File: src/stt_pkg.sv
// Purpose: Shared constants for the system tick timer.
// Assumes: APB data path of 32 bits, byte addresses as printed.
// Notes: Offsets are full byte addresses on the core's memory bus.
package stt_pkg;
  localparam int unsigned stt_addr_w = 32;
  localparam int unsigned stt_data_w = 32;
  localparam int unsigned stt_strb_w = 4;

  // Full variant map.
  localparam logic [31:0] stt_full_ctrl_addr = 32'he000f000;
  localparam logic [31:0] stt_full_stat_addr = 32'he000f004;
  localparam logic [31:0] stt_full_count_low_field_addr = 32'he000f008;
  localparam logic [31:0] stt_full_compare_low_field_addr = 32'he000f010;

  // Reduced variant map.
  localparam logic [31:0] stt_red_ctrl_addr = 32'he000f000;
  localparam logic [31:0] stt_red_count_low_field_addr = 32'he000f004;
  localparam logic [31:0] stt_red_count_high_field_addr = 32'he000f008;
  localparam logic [31:0] stt_red_compare_low_field_addr = 32'he000f00c;
  localparam logic [31:0] stt_red_compare_high_field_addr = 32'he000f010;

  // Event status and mask for the interrupt line, both variants.
  localparam logic [31:0] stt_evt_stat_addr = 32'he000f020;
  localparam logic [31:0] stt_evt_mask_addr = 32'he000f024;

  // Control field positions.
  localparam int unsigned stt_ctrl_count_enable = 0;
  localparam int unsigned stt_ctrl_irq_enable = 1;
  localparam int unsigned stt_ctrl_time_base = 2;
  localparam int unsigned stt_ctrl_reload = 3;
  localparam int unsigned stt_ctrl_down = 4;
  localparam int unsigned stt_ctrl_bits = 5;

  // Status field positions.
  localparam int unsigned stt_stat_compare_flag = 0;
  localparam int unsigned stt_stat_soft_trigger = 31;

  // Event bit positions.
  localparam int unsigned stt_evt_compare = 0;
  localparam int unsigned stt_evt_soft = 1;
  localparam int unsigned stt_evt_bits = 2;

  // Reset values.
  localparam logic [31:0] stt_ctrl_reset = 32'h00000000;
  localparam logic [31:0] stt_stat_reset = 32'h00000000;
  localparam logic [63:0] stt_count_reset = 64'h0000000000000000;

  // Slow time base: system clock divided by this figure.
  localparam int unsigned stt_slow_div = 8;
endpackage

File: src/stt_prescaler.sv
// Purpose: Produces a one-cycle enable pulse every DIV system clocks.
// Assumes: Single clock domain, asynchronous active-low reset.
// Notes: Free running so the slow time base keeps its phase.
`timescale 1ns/100ps
`default_nettype none
module stt_prescaler
#(
  parameter int unsigned DIV = stt_pkg::stt_slow_div
)
(
  // Clock and reset.
  input wire logic pclk,
  input wire logic presetn,
  // Enable pulse.
  output logic tick_pulse
);
  import stt_pkg::*;

  localparam int unsigned cw = (DIV > 1) ? $clog2(DIV) : 1;

  logic [cw-1:0] div_reg;

  // A divider below two cannot make a pulse narrower than the clock.
  if (DIV < 2)
  begin : g_div_check
    $error("stt_prescaler: DIV must be at least 2");
  end

  always_ff @(posedge pclk or negedge presetn)
  begin
    if (!presetn)
    begin
      div_reg <= '0;
      tick_pulse <= 1'b0;
    end
    else
    begin
      if (div_reg == cw'(DIV - 1))
        div_reg <= '0;
      else
        div_reg <= div_reg + cw'(1);
      tick_pulse <= (div_reg == cw'(DIV - 1));
    end
  end
endmodule // stt_prescaler
`default_nettype wire

File: src/stt_tick_timer.sv
// Purpose: System tick timer with APB register access and interrupts.
// Assumes: One clock pclk at 100 MHz; the clock is never gated in sleep.
// Notes: REDUCED selects the 64-bit variant with single-byte writes to count and compare.
// Summary of operation
// RULE1 - Counter is 32 bits, or 64 reduced.
// RULE2 - Control bit 2 picks clock or clock/8.
// RULE3 - Bit 4 sets direction; reload bit restarts.
// RULE4 - Without reload, counting continues past targets.
// RULE5 - Control bit 1 gates the tick interrupt.
// RULE6 - Control bit 0 runs or holds counter.
// RULE7 - Flag sets on target; write 0 clears.
// RULE8 - Count equal to compare raises tick interrupt.
// RULE9 - Status bit 31 holds software interrupt.
// RULE10 - Reduced compares full 64-bit values.
// RULE11 - Reduced count/compare accept byte writes only.
// RULE12 - Reduced: divide by eight, no extras.
// RULE13 - Full variant register map.
// RULE14 - Reduced variant register map.
// RULE15 - Counter keeps running during light sleep.
// RULE16 - Tick interrupt level follows flag and enable.
// RULE17 - Control and status reset to zero.
//
// Decided for this implementation: the APB slave port.
`timescale 1ns/100ps
`default_nettype none
module stt_tick_timer
#(
  parameter bit REDUCED = 1'b0
)
(
  // Clock and reset.
  input wire logic pclk,
  input wire logic presetn,
  // APB slave.
  input wire logic psel,
  input wire logic penable,
  input wire logic pwrite,
  input wire logic [stt_pkg::stt_addr_w-1:0] paddr,
  input wire logic [stt_pkg::stt_data_w-1:0] pwdata,
  input wire logic [stt_pkg::stt_strb_w-1:0] pstrb,
  output logic [stt_pkg::stt_data_w-1:0] prdata,
  output logic pready,
  output logic pslverr,
  // Interrupts.
  output logic tick_irq,
  output logic soft_irq,
  output logic irq
);
  import stt_pkg::*;

  localparam int unsigned cnt_w = REDUCED ? 64 : 32;

  typedef enum logic [3:0] {
    stt_sel_none_type = 4'h0
  } stt_dummy_type;

  // Merges write data into a word by byte lane.
  function automatic logic [31:0] merge_bytes(input logic [31:0] old_val,
                                              input logic [31:0] new_val,
                                              input logic [3:0] strb);
    logic [31:0] res;
    res = old_val;
    for (int i = 0; i < 4; i++)
    begin
      if (strb[i])
        res[i*8 +: 8] = new_val[i*8 +: 8];
    end
    return res;
  endfunction

  // True when exactly one byte lane is enabled.
  function automatic logic one_lane(input logic [3:0] strb);
    return (strb == 4'h1) || (strb == 4'h2) || (strb == 4'h4) || (strb == 4'h8);
  endfunction

  logic [stt_ctrl_bits-1:0] ctrl_reg;
  logic compare_flag_reg;
  logic soft_trigger_reg;
  logic [63:0] count_reg;
  logic [63:0] compare_reg;
  logic [stt_evt_bits-1:0] evt_stat_reg;
  logic [stt_evt_bits-1:0] evt_mask_reg;
  logic slow_pulse;

  // Address decode.
  logic sel_ctrl;
  logic sel_stat;
  logic sel_count_low_field;
  logic sel_count_high_field;
  logic sel_compare_low_field;
  logic sel_compare_high_field;
  logic sel_evt;
  logic sel_mask;
  logic addr_hit;
  logic bad_write;
  logic setup_done;
  logic wr_fire;
  logic wr_ok;

  always_comb
  begin
    sel_ctrl = 1'b0;
    sel_stat = 1'b0;
    sel_count_low_field = 1'b0;
    sel_count_high_field = 1'b0;
    sel_compare_low_field = 1'b0;
    sel_compare_high_field = 1'b0;
    sel_evt = 1'b0;
    sel_mask = 1'b0;
    if (paddr == stt_evt_stat_addr)
      sel_evt = 1'b1;
    else if (paddr == stt_evt_mask_addr)
      sel_mask = 1'b1;
    else if (REDUCED)
    begin
      if (paddr == stt_red_ctrl_addr) // RULE14
        sel_ctrl = 1'b1;
      else if (paddr == stt_red_count_low_field_addr)
        sel_count_low_field = 1'b1;
      else if (paddr == stt_red_count_high_field_addr)
        sel_count_high_field = 1'b1;
      else if (paddr == stt_red_compare_low_field_addr)
        sel_compare_low_field = 1'b1;
      else if (paddr == stt_red_compare_high_field_addr)
        sel_compare_high_field = 1'b1;
    end
    else
    begin
      if (paddr == stt_full_ctrl_addr) // RULE13
        sel_ctrl = 1'b1;
      else if (paddr == stt_full_stat_addr)
        sel_stat = 1'b1;
      else if (paddr == stt_full_count_low_field_addr)
        sel_count_low_field = 1'b1;
      else if (paddr == stt_full_compare_low_field_addr)
        sel_compare_low_field = 1'b1;
    end
  end

  assign addr_hit = sel_ctrl | sel_stat | sel_count_low_field | sel_count_high_field | sel_compare_low_field | sel_compare_high_field |
                    sel_evt | sel_mask;
  // Reduced count and compare words refuse anything but a single-byte write.
  assign bad_write = REDUCED && pwrite && (sel_count_low_field | sel_count_high_field | sel_compare_low_field | sel_compare_high_field) &&
                     !one_lane(pstrb); // RULE11
  assign setup_done = psel & penable & ~pready;
  assign wr_fire = psel & penable & pready & pwrite;
  assign wr_ok = wr_fire & ~pslverr;

  // One wait state: answer is registered, so the access phase lasts two cycles.
  always_ff @(posedge pclk or negedge presetn)
  begin
    if (!presetn)
    begin
      pready <= 1'b0;
      pslverr <= 1'b0;
      prdata <= '0;
    end
    else
    begin
      pready <= setup_done;
      if (setup_done)
      begin
        pslverr <= ~addr_hit | bad_write;
        prdata <= '0;
        if (!pwrite)
        begin
          if (sel_ctrl)
            prdata <= {{(32-stt_ctrl_bits){1'b0}}, ctrl_reg};
          else if (sel_stat)
            prdata <= {soft_trigger_reg, 30'h00000000, compare_flag_reg};
          else if (sel_count_low_field)
            prdata <= count_reg[31:0];
          else if (sel_count_high_field)
            prdata <= count_reg[63:32];
          else if (sel_compare_low_field)
            prdata <= compare_reg[31:0];
          else if (sel_compare_high_field)
            prdata <= compare_reg[63:32];
          else if (sel_evt)
            prdata <= {{(32-stt_evt_bits){1'b0}}, evt_stat_reg};
          else if (sel_mask)
            prdata <= {{(32-stt_evt_bits){1'b0}}, evt_mask_reg};
        end
      end
      else
      begin
        pslverr <= 1'b0;
      end
    end
  end

  // Control register; reduced keeps only the enable bit alive.
  always_ff @(posedge pclk or negedge presetn)
  begin
    if (!presetn)
      ctrl_reg <= stt_ctrl_reset[stt_ctrl_bits-1:0]; // RULE17
    else if (wr_ok && sel_ctrl && pstrb[0])
    begin
      if (REDUCED)
        ctrl_reg <= {{(stt_ctrl_bits-1){1'b0}}, pwdata[stt_ctrl_count_enable]}; // RULE12
      else
        ctrl_reg <= pwdata[stt_ctrl_bits-1:0];
    end
  end

  // Time base selection.
  stt_prescaler #(
    .DIV(stt_slow_div)
  ) u_prescaler (
    .pclk(pclk),
    .presetn(presetn),
    .tick_pulse(slow_pulse)
  );

  logic count_step;
  logic count_down;
  logic reload_on;
  logic [63:0] width_mask;
  logic [63:0] cmp_eff;
  logic [63:0] count_next;
  logic hit_event;

  assign width_mask = (cnt_w == 64) ? 64'hffffffffffffffff : 64'h00000000ffffffff; // RULE1
  assign cmp_eff = compare_reg & width_mask; // RULE10
  // The pclk domain is never gated, so counting goes on in light sleep.
  assign count_step = ctrl_reg[stt_ctrl_count_enable] & // RULE6 RULE15
                      ((!REDUCED && ctrl_reg[stt_ctrl_time_base]) | slow_pulse); // RULE2 RULE12
  assign count_down = !REDUCED && ctrl_reg[stt_ctrl_down]; // RULE3
  assign reload_on = !REDUCED && ctrl_reg[stt_ctrl_reload];

  always_comb
  begin
    count_next = count_reg;
    if (count_down)
    begin
      if (reload_on && count_reg == 64'h0000000000000000)
        count_next = cmp_eff; // RULE3
      else
        count_next = (count_reg - 64'h0000000000000001) & width_mask; // RULE4
    end
    else
    begin
      if (reload_on && count_reg == cmp_eff)
        count_next = 64'h0000000000000000; // RULE3
      else
        count_next = (count_reg + 64'h0000000000000001) & width_mask; // RULE4
    end
  end

  // Compare event: count lands on the compare value, or on zero going down.
  assign hit_event = count_step &&
                     (count_down ? (count_next == 64'h0000000000000000)
                                 : (count_next == cmp_eff)); // RULE8 RULE10

  // Counter; a software write takes priority over a step in the same cycle.
  always_ff @(posedge pclk or negedge presetn)
  begin
    if (!presetn)
      count_reg <= stt_count_reset;
    else if (wr_ok && sel_count_low_field)
      count_reg[31:0] <= merge_bytes(count_reg[31:0], pwdata, pstrb);
    else if (wr_ok && sel_count_high_field)
      count_reg[63:32] <= merge_bytes(count_reg[63:32], pwdata, pstrb);
    else if (count_step)
      count_reg <= count_next;
  end

  always_ff @(posedge pclk or negedge presetn)
  begin
    if (!presetn)
      compare_reg <= stt_count_reset;
    else if (wr_ok && sel_compare_low_field)
      compare_reg[31:0] <= merge_bytes(compare_reg[31:0], pwdata, pstrb);
    else if (wr_ok && sel_compare_high_field)
      compare_reg[63:32] <= merge_bytes(compare_reg[63:32], pwdata, pstrb);
  end

  // Compare flag: a write of 0 clears, a write of 1 is ignored, a hit wins.
  always_ff @(posedge pclk or negedge presetn)
  begin
    if (!presetn)
      compare_flag_reg <= stt_stat_reset[stt_stat_compare_flag]; // RULE17
    else if (!REDUCED && hit_event)
      compare_flag_reg <= 1'b1; // RULE7
    else if (wr_ok && sel_stat && pstrb[0] && !pwdata[stt_stat_compare_flag])
      compare_flag_reg <= 1'b0; // RULE7
  end

  always_ff @(posedge pclk or negedge presetn)
  begin
    if (!presetn)
      soft_trigger_reg <= stt_stat_reset[stt_stat_soft_trigger];
    else if (wr_ok && sel_stat && pstrb[3])
      soft_trigger_reg <= pwdata[stt_stat_soft_trigger]; // RULE9
  end

  // Event status: sticky, cleared by writing one; a new event wins.
  logic [stt_evt_bits-1:0] evt_in;

  assign evt_in = {soft_trigger_reg, hit_event};

  always_ff @(posedge pclk or negedge presetn)
  begin
    if (!presetn)
      evt_stat_reg <= '0;
    else
    begin
      for (int i = 0; i < stt_evt_bits; i++)
      begin
        if (evt_in[i])
          evt_stat_reg[i] <= 1'b1;
        else if (wr_ok && sel_evt && pstrb[0] && pwdata[i])
          evt_stat_reg[i] <= 1'b0;
      end
    end
  end

  always_ff @(posedge pclk or negedge presetn)
  begin
    if (!presetn)
      evt_mask_reg <= '0;
    else if (wr_ok && sel_mask && pstrb[0])
      evt_mask_reg <= pwdata[stt_evt_bits-1:0];
  end

  // Interrupt outputs, each from a flip-flop.
  always_ff @(posedge pclk or negedge presetn)
  begin
    if (!presetn)
    begin
      tick_irq <= 1'b0;
      soft_irq <= 1'b0;
      irq <= 1'b0;
    end
    else
    begin
      if (REDUCED)
        tick_irq <= hit_event; // RULE8 RULE12
      else
        tick_irq <= compare_flag_reg & ctrl_reg[stt_ctrl_irq_enable]; // RULE5 RULE16
      soft_irq <= !REDUCED && soft_trigger_reg; // RULE9
      irq <= |(evt_stat_reg & evt_mask_reg);
    end
  end
endmodule // stt_tick_timer
`default_nettype wire

File: config.mk
export PLATFORM = sky130hd
export DESIGN_NAME = stt_tick_timer
export DESIGN_NICKNAME = d
export VERILOG_FILES = /design/src/stt_pkg.sv /design/src/stt_prescaler.sv /design/src/stt_tick_timer.sv
export SDC_FILE = /design/constraint.sdc
export NUM_CORES = 1
export LEC_CHECK = 0
export ABC_AREA = 1
export BUFFER_PORTS_ARGS = -buffer_cell sky130_fd_sc_hd__buf_2
export CORE_UTILIZATION = 40
export CTS_BUF_LIST = sky130_fd_sc_hd__clkbuf_2 sky130_fd_sc_hd__clkbuf_4 sky130_fd_sc_hd__clkbuf_8
export DETAILED_ROUTE_END_ITERATION = 8
export PLACE_DENSITY_LB_ADDON = 0.25
export SYNTH_ARGS = -nofsm -noshare
export SYNTH_HDL_FRONTEND = slang
export SYNTH_SLANG_ARGS = --single-unit
File: constraint.sdc
create_clock -name pclk -period 3.4 [get_ports pclk]
set_input_delay 0 -clock pclk [delete_from_list [all_inputs] [get_ports pclk]]
set_output_delay 0 -clock pclk [all_outputs]
set_load 0.02 [all_outputs]
* Yosys cells after proc, flatten, opt, wreduce, memory -nomap -nowiden
Index checks and enable logic that the tools add are counted.
Word-level totals: register bits after elaboration 148, input bits 73, output and inout bits 37, logic and storage cells 137
Operators by class: add/sub/neg operators 3, eq/ne operators 13, mux-type cells 46, bitwise gates (word level) 18, reductions and logical operators 34
Operators by type and width (count):
- $mux W32 | 10
- $eq A32 B32 Y1 const B | 6
- $eq A64 B32 Y1 | 2
- $logic_not A64 Y1 | 2
- $add A32 B1 Y32 const B | 1
- $mux W8 | 4
- $sub A32 B1 Y32 const B | 1
- $mux W1 | 29
- $reduce_and A2 Y1 | 9
- $logic_and A1 B1 Y1 | 17
- $ne A2 B2 Y1 const B | 4
- $reduce_bool A2 Y1 | 4
- $and A1 B1 Y1 | 7
- $or A1 B1 Y1 | 6
- $mux W2 | 2
- $not A1 Y1 | 4
- $add A3 B1 Y3 const B | 1
- $eq A3 B3 Y1 const B | 1
- $mux W3 | 1
- $and A2 B2 Y2 | 1
- $reduce_or A2 Y1 | 1
- $logic_not A1 Y1 | 1

* Depth between registers and ports, before layout
word-level depth 12, depth in mapped cells 24, depth with buffers taken out 22

* By module
From an unflattened synthesis, not the netlist that was laid out.
Unflattened totals: cell total of the unflattened synthesis 1526, area total of the unflattened synthesis 9804.4 um^2
By module, submodules not included:
- stt_tick_timer | instances 1, cells an instance 1519, area each 9675.5 um^2, seq. area each 2802.7 um^2
- stt_prescaler | instances 1, cells an instance 7, area each 128.9 um^2, seq. area each 100.1 um^2

* Least setup slack after synthesis
Ideal clock, no wire load.
path kind register to register, start register count_reg[0], end register evt_stat_reg[0], library setup time 65 ps, data arrival time 2233 ps, required time 3335 ps, setup slack 1102 ps, cell stages (with the launch flop) 22, buffers on the path 1, clock period less this slack 2298 ps, path through dfrtp_1 -> inv_1 -> ha_1 -> nand2_4 -> nor2_4 -> nand2_4 -> nor2_4 -> buf_6 -> a21oi_1 -> nor2_1 -> inv_1 -> nand2_1 -> nand2_1 -> nand2_1 -> nand2_1 -> nor2_1 -> nand2_1 -> nor2_1 -> nand3_1 -> nand2_1 -> nand2_1 -> nand2_1
On the way: word-level cells in the longest chain between the ends 8, elaborated cells on any way between the ends 15, those cells by class add/sub: 2; eq/ne: 2; mux: 5; reduce/logical: 6
Ends and longest elaborated chain:
- from (decl) | line stt_tick_timer.sv:79 | logic [63:0] count_reg;
- from (signal assigned) | line stt_tick_timer.sv:259 | count_reg <= stt_count_reset;
- from (signal assigned) | line stt_tick_timer.sv:261 | count_reg[31:0] <= merge_bytes(count_reg[31:0], pwdata, pstrb);
- from (signal assigned) | line stt_tick_timer.sv:265 | count_reg <= count_next;
- branches (longest 3 deep; another with $add A32 B1 Y32)
- $mux W32 * | line stt_tick_timer.sv:234 | if (count_down)
- $eq A64 B32 Y1 / $logic_not A64 Y1 (equally long branches) | line stt_tick_timer.sv:253, stt_tick_timer.sv:252
- $mux W1 * | line stt_tick_timer.sv:252 | (count_down ? (count_next == 64'h0000000000000000)
- $logic_and A1 B1 Y1 * | line stt_tick_timer.sv:251 | assign hit_event = count_step &&
- $mux W1 / $reduce_bool A2 Y1 (equally long branches)
- to (signal assigned) | line stt_tick_timer.sv:305 | evt_stat_reg <= '0;
- to (signal, indexed assignment) | line stt_tick_timer.sv:311 | evt_stat_reg[i] <= 1'b1;
- to (signal, indexed assignment) | line stt_tick_timer.sv:313 | evt_stat_reg[i] <= 1'b0;
- to (decl) | line stt_tick_timer.sv:81 | logic [stt_evt_bits-1:0] evt_stat_reg;
Mark *: on every way between the ends. A chain may end at the register's enable or synchronous reset.

* Final worst setup path
start register count_reg[0], end register compare_flag_reg
On the way: word-level cells in the longest chain between the ends 8, elaborated cells on any way between the ends 15, those cells by class add/sub: 2; eq/ne: 2; mux: 5; reduce/logical: 6
Ends and longest elaborated chain:
- branches (longest 3 deep; another with $add A32 B1 Y32)
- $mux W32 * | line stt_tick_timer.sv:234
- $eq A64 B32 Y1 / $logic_not A64 Y1 (equally long branches) | line stt_tick_timer.sv:253, stt_tick_timer.sv:252
- $mux W1 * | line stt_tick_timer.sv:252
- $logic_and A1 B1 Y1 * | line stt_tick_timer.sv:251
- $mux W1 / $reduce_bool A2 Y1 (equally long branches)
- to (signal assigned) | line stt_tick_timer.sv:282 | compare_flag_reg <= stt_stat_reset[stt_stat_compare_flag];
- to (decl) | line stt_tick_timer.sv:77 | logic compare_flag_reg;
Marks and branches as above.

==> impl_metrics.json <==
{
  "netlist.top_cell.by_area": "sky130_fd_sc_hd__dfrtp_1",
  "dp_hpwl_microns": 31200,
  "clock_latency_ps": 470,
  "synth.distinct_cells": 48,
  "initial_core_util_pct": 41.2,
  "power_leakage_nw": 5.86,
  "worstSetupStartpoint": "count_reg[0]",
  "maxCapViolCount": 0,
  "die_h_microns": 158,
  "cp_data_required_time_ps": 3800,
  "synth_seq_cells": 116,
  "cp-start-kind": "flip-flop",
  "grt_start_max_net_pins": 64,
  "final.fill_count": 2480,
  "reg2reg_from": "count_reg[0]",
  "ant_nets": 0,
  "placement.io_buffers": 109,
  "netlist_area_before_placement_sq_mm": 0.00979,
  "final_worst_path_cycle_share_pct": 92.0,
  "hp-start": "pstrb[1]",
  "clock_tree.htree_level_count": 4,
  "maximum_count_of_clock_buffers_along_a_single_path": 2,
  "postSynth.topFlopCell": "sky130_fd_sc_hd__dfrtp_1",
  "finalHoldViolations": 0,
  "timing.setup.tns_ps": 0,
  "tightestPinTransition_ps": 841,
  "vias": 11300,
  "drt_wl_total_microns": 39800,
  "clock_sinks": 116,
  "root_buffer": "sky130_fd_sc_hd__clkbuf_8",
  "starting_drc_count_in_detailed_routing": 1449,
  "synth_nets": 1644,
  "core_footprint_sq_mm": 0.0238,
  "firstDrtPassIters": 6,
  "synth-edff-count": 0,
  "synth_area_leaders": "sky130_fd_sc_hd__dfrtp_1 30%, sky130_fd_sc_hd__nand2_1 21%, sky130_fd_sc_hd__nand3_1 7.0%",
  "fp.dieArea_sq_mm": 0.0251,
  "final_wtd_congestion": 1.06,
  "max-vdd-ir-drop_v": 0.000206,
  "final_layout_size_suffix_gt1_share_pct": 16.3,
  "worst_clock_skew_ps": 15.3,
  "cp_data_arrival_time_ps": 3530,
  "detail_route.vias_per_cell": 5.47,
  "critical_path_peak_fanout": 14,
  "timing.critical_path.to_type": "flip-flop",
  "critPathKind": "flip-flop to flip-flop",
  "overflow": 0,
  "synthArstFlopShare_pct": 100,
  "yosys.area.top_type_share_pct": 29.7,
  "slew_headroom_pct": 43.6,
  "synth_warnings": 0,
  "setup-violations-final": 0,
  "antenna_found_initial": 1,
  "min_path_type": "input port to flip-flop",
  "grt_setup_unrepaired": "false",
  "drc": 0,
  "tritoncts": "yes",
  "post_synth.cell_area_avg_sq_um": 6.25,
  "cellPowerDensity_mw_per_mm2": 251,
  "synth_sequential_area_ratio_pct": 29.7,
  "post_drt_wl_per_cell_microns": 19.3,
  "clk_pin_slew_ps": 80,
  "grt_pass1_wl_microns": 60600,
  "fin_crit_ps": 3130,
  "placementRows": 56,
  "finalMaxSlewViolations": 0,
  "status": "completed",
  "die_width_microns": 158,
  "global_router_s_overall_resource_usage_pct": 32.8,
  "synthCells": 1567,
  "power.total_mw": 2.92,
  "cts-buffers-inserted": 17,
  "num_io_pins": 110,
  "vias_in_the_first_global_route": 10300,
  "layout-area-overhead-vs-synth_pct": 19.0,
  "design.final.nets": 1807,
  "fmax_ghz": 0.320
}
## synthesized netlist by cell type, drive strengths merged, types with 5 or more instances
| cell | n |
|---|---|
| nor2 | 195 |
| o21ai | 96 |
| o2111ai | 21 |
| dfrtp | 116 |
| buf | 32 |
| nand3b | 6 |
| xor2 | 20 |
| nand2 | 556 |
| o211ai | 27 |
| o22ai | 20 |
| nor3 | 25 |
| clkinv | 5 |
| nand3 | 139 |
| mux2 | 21 |
| clkbuf | 26 |
| inv | 180 |
| a21oi | 19 |
| nand4 | 35 |
## what timing repair did
action	CTS	global route
buffers inserted	0	1
endpoints found under the setup margin	0	2
hold buffers	40	0
endpoints found under the hold margin	134	0
gates resized for setup	0	8
## report_power, final
part,switching (mW),internal [mW]
Sequential,0.00100,1.38
Clock,0.654,0.720
Combinational,0.0961,0.0693
Total,0.751,2.17
## worst max-delay path, cell delays in order (launching register included)
cell and delay [ps]:
sky130_fd_sc_hd__dfrtp_1 460, sky130_fd_sc_hd__inv_2 140, sky130_fd_sc_hd__ha_1 240, sky130_fd_sc_hd__nand2_4 110, sky130_fd_sc_hd__nor2_4 220, sky130_fd_sc_hd__nand2_4 90
sky130_fd_sc_hd__nor2_4 180, sky130_fd_sc_hd__nand2_8 150, sky130_fd_sc_hd__inv_4 170, sky130_fd_sc_hd__nand2_1 80, sky130_fd_sc_hd__nand3_2 80, sky130_fd_sc_hd__nand2_1 80
sky130_fd_sc_hd__inv_1 80, sky130_fd_sc_hd__nand2_1 50, sky130_fd_sc_hd__nor2_1 130, sky130_fd_sc_hd__nand2_1 120, sky130_fd_sc_hd__nor2_2 210, sky130_fd_sc_hd__nand3_1 100
sky130_fd_sc_hd__a21oi_1 130, sky130_fd_sc_hd__nand2_1 130, sky130_fd_sc_hd__nand2_1 90
## stage by stage
stage	setup WS (ps)	std cells	hold slack, ps	cell area (sq um)	utilization (%)
after floorplan	1100	1567	-296	9790	-
after global placement	127	1989	96.6	10800	45.5
after detailed placement	74.8	1989	102	10800	45.5
after CTS	39.8	2061	38.5	11600	48.9
after global routing	48.2	2062	84.3	11600	49.0
final	271	2063	56.4	11600	49.0
## cells by family after synthesis
group,synth area share [%]
compound gates,12.7
xor+xnor,2.06
fa+ha+maj,0.511
buf+inv,10.5
flops,29.7
mux,2.42
simple gates,42.1
## final cells by class
| class | count | area (sq um) | area share, % |
|---|---|---|---|
| Sequential cell | 116 | 2900 | 24.9 |
| Multi-Input combinational cell | 1208 | 5880 | 50.5 |
| Clock inverter | 11 | 125 | 1.07 |
| Tap cell | 319 | 399 | 3.43 |
| Inverter | 185 | 697 | 5.98 |
| Clock buffer | 21 | 283 | 2.43 |
| Timing Repair Buffer | 202 | 1360 | 11.7 |
| Antenna cell | 1 | 2.50 | 0.0215 |
## path summary, 6_finish.rpt
check	to	slack, ps	cells past startpoint
max	compare_flag_reg	270	20
min	compare_reg[13]	60	4
max reg2reg	compare_flag_reg	270	20
min reg2reg	soft_irq	380	0
max in group asynchronous	count_reg[29]	2470	3
min in group asynchronous	tick_irq	120	2
## cells in the final DEF, fill, tap and decap left out, types with 10 or more instances in the layout
| cell | instances |
|---|---|
| sky130_fd_sc_hd__nand4_1 | 35 |
| sky130_fd_sc_hd__dfrtp_1 | 116 |
| sky130_fd_sc_hd__buf_4 | 53 |
| sky130_fd_sc_hd__buf_2 | 108 |
| sky130_fd_sc_hd__inv_2 | 19 |
| sky130_fd_sc_hd__xor2_1 | 20 |
| sky130_fd_sc_hd__nor2_4 | 10 |
| sky130_fd_sc_hd__o2111ai_1 | 21 |
| sky130_fd_sc_hd__nor2_2 | 12 |
| sky130_fd_sc_hd__a21oi_1 | 18 |
| sky130_fd_sc_hd__o211ai_1 | 18 |
| sky130_fd_sc_hd__nor2_1 | 173 |
| sky130_fd_sc_hd__dlygate4sd3_1 | 40 |
| sky130_fd_sc_hd__mux2_2 | 21 |
| sky130_fd_sc_hd__o22ai_1 | 20 |
| sky130_fd_sc_hd__inv_1 | 161 |
| sky130_fd_sc_hd__clkbuf_8 | 20 |
| sky130_fd_sc_hd__nand3_1 | 135 |
| sky130_fd_sc_hd__o21ai_0 | 85 |
| sky130_fd_sc_hd__nand2_1 | 550 |
| sky130_fd_sc_hd__nor3_1 | 22 |
## layer usage
metal  track usage, %  vias up  part of all wire [%]
li1                 -     5423                     -
met1             48.6     5215                    46
met2             46.9      568                    41
met3             6.94       73                    10
met4             10.3        0                   2.5
met5                0        -                     0
(Power assumes the default switching activity.)
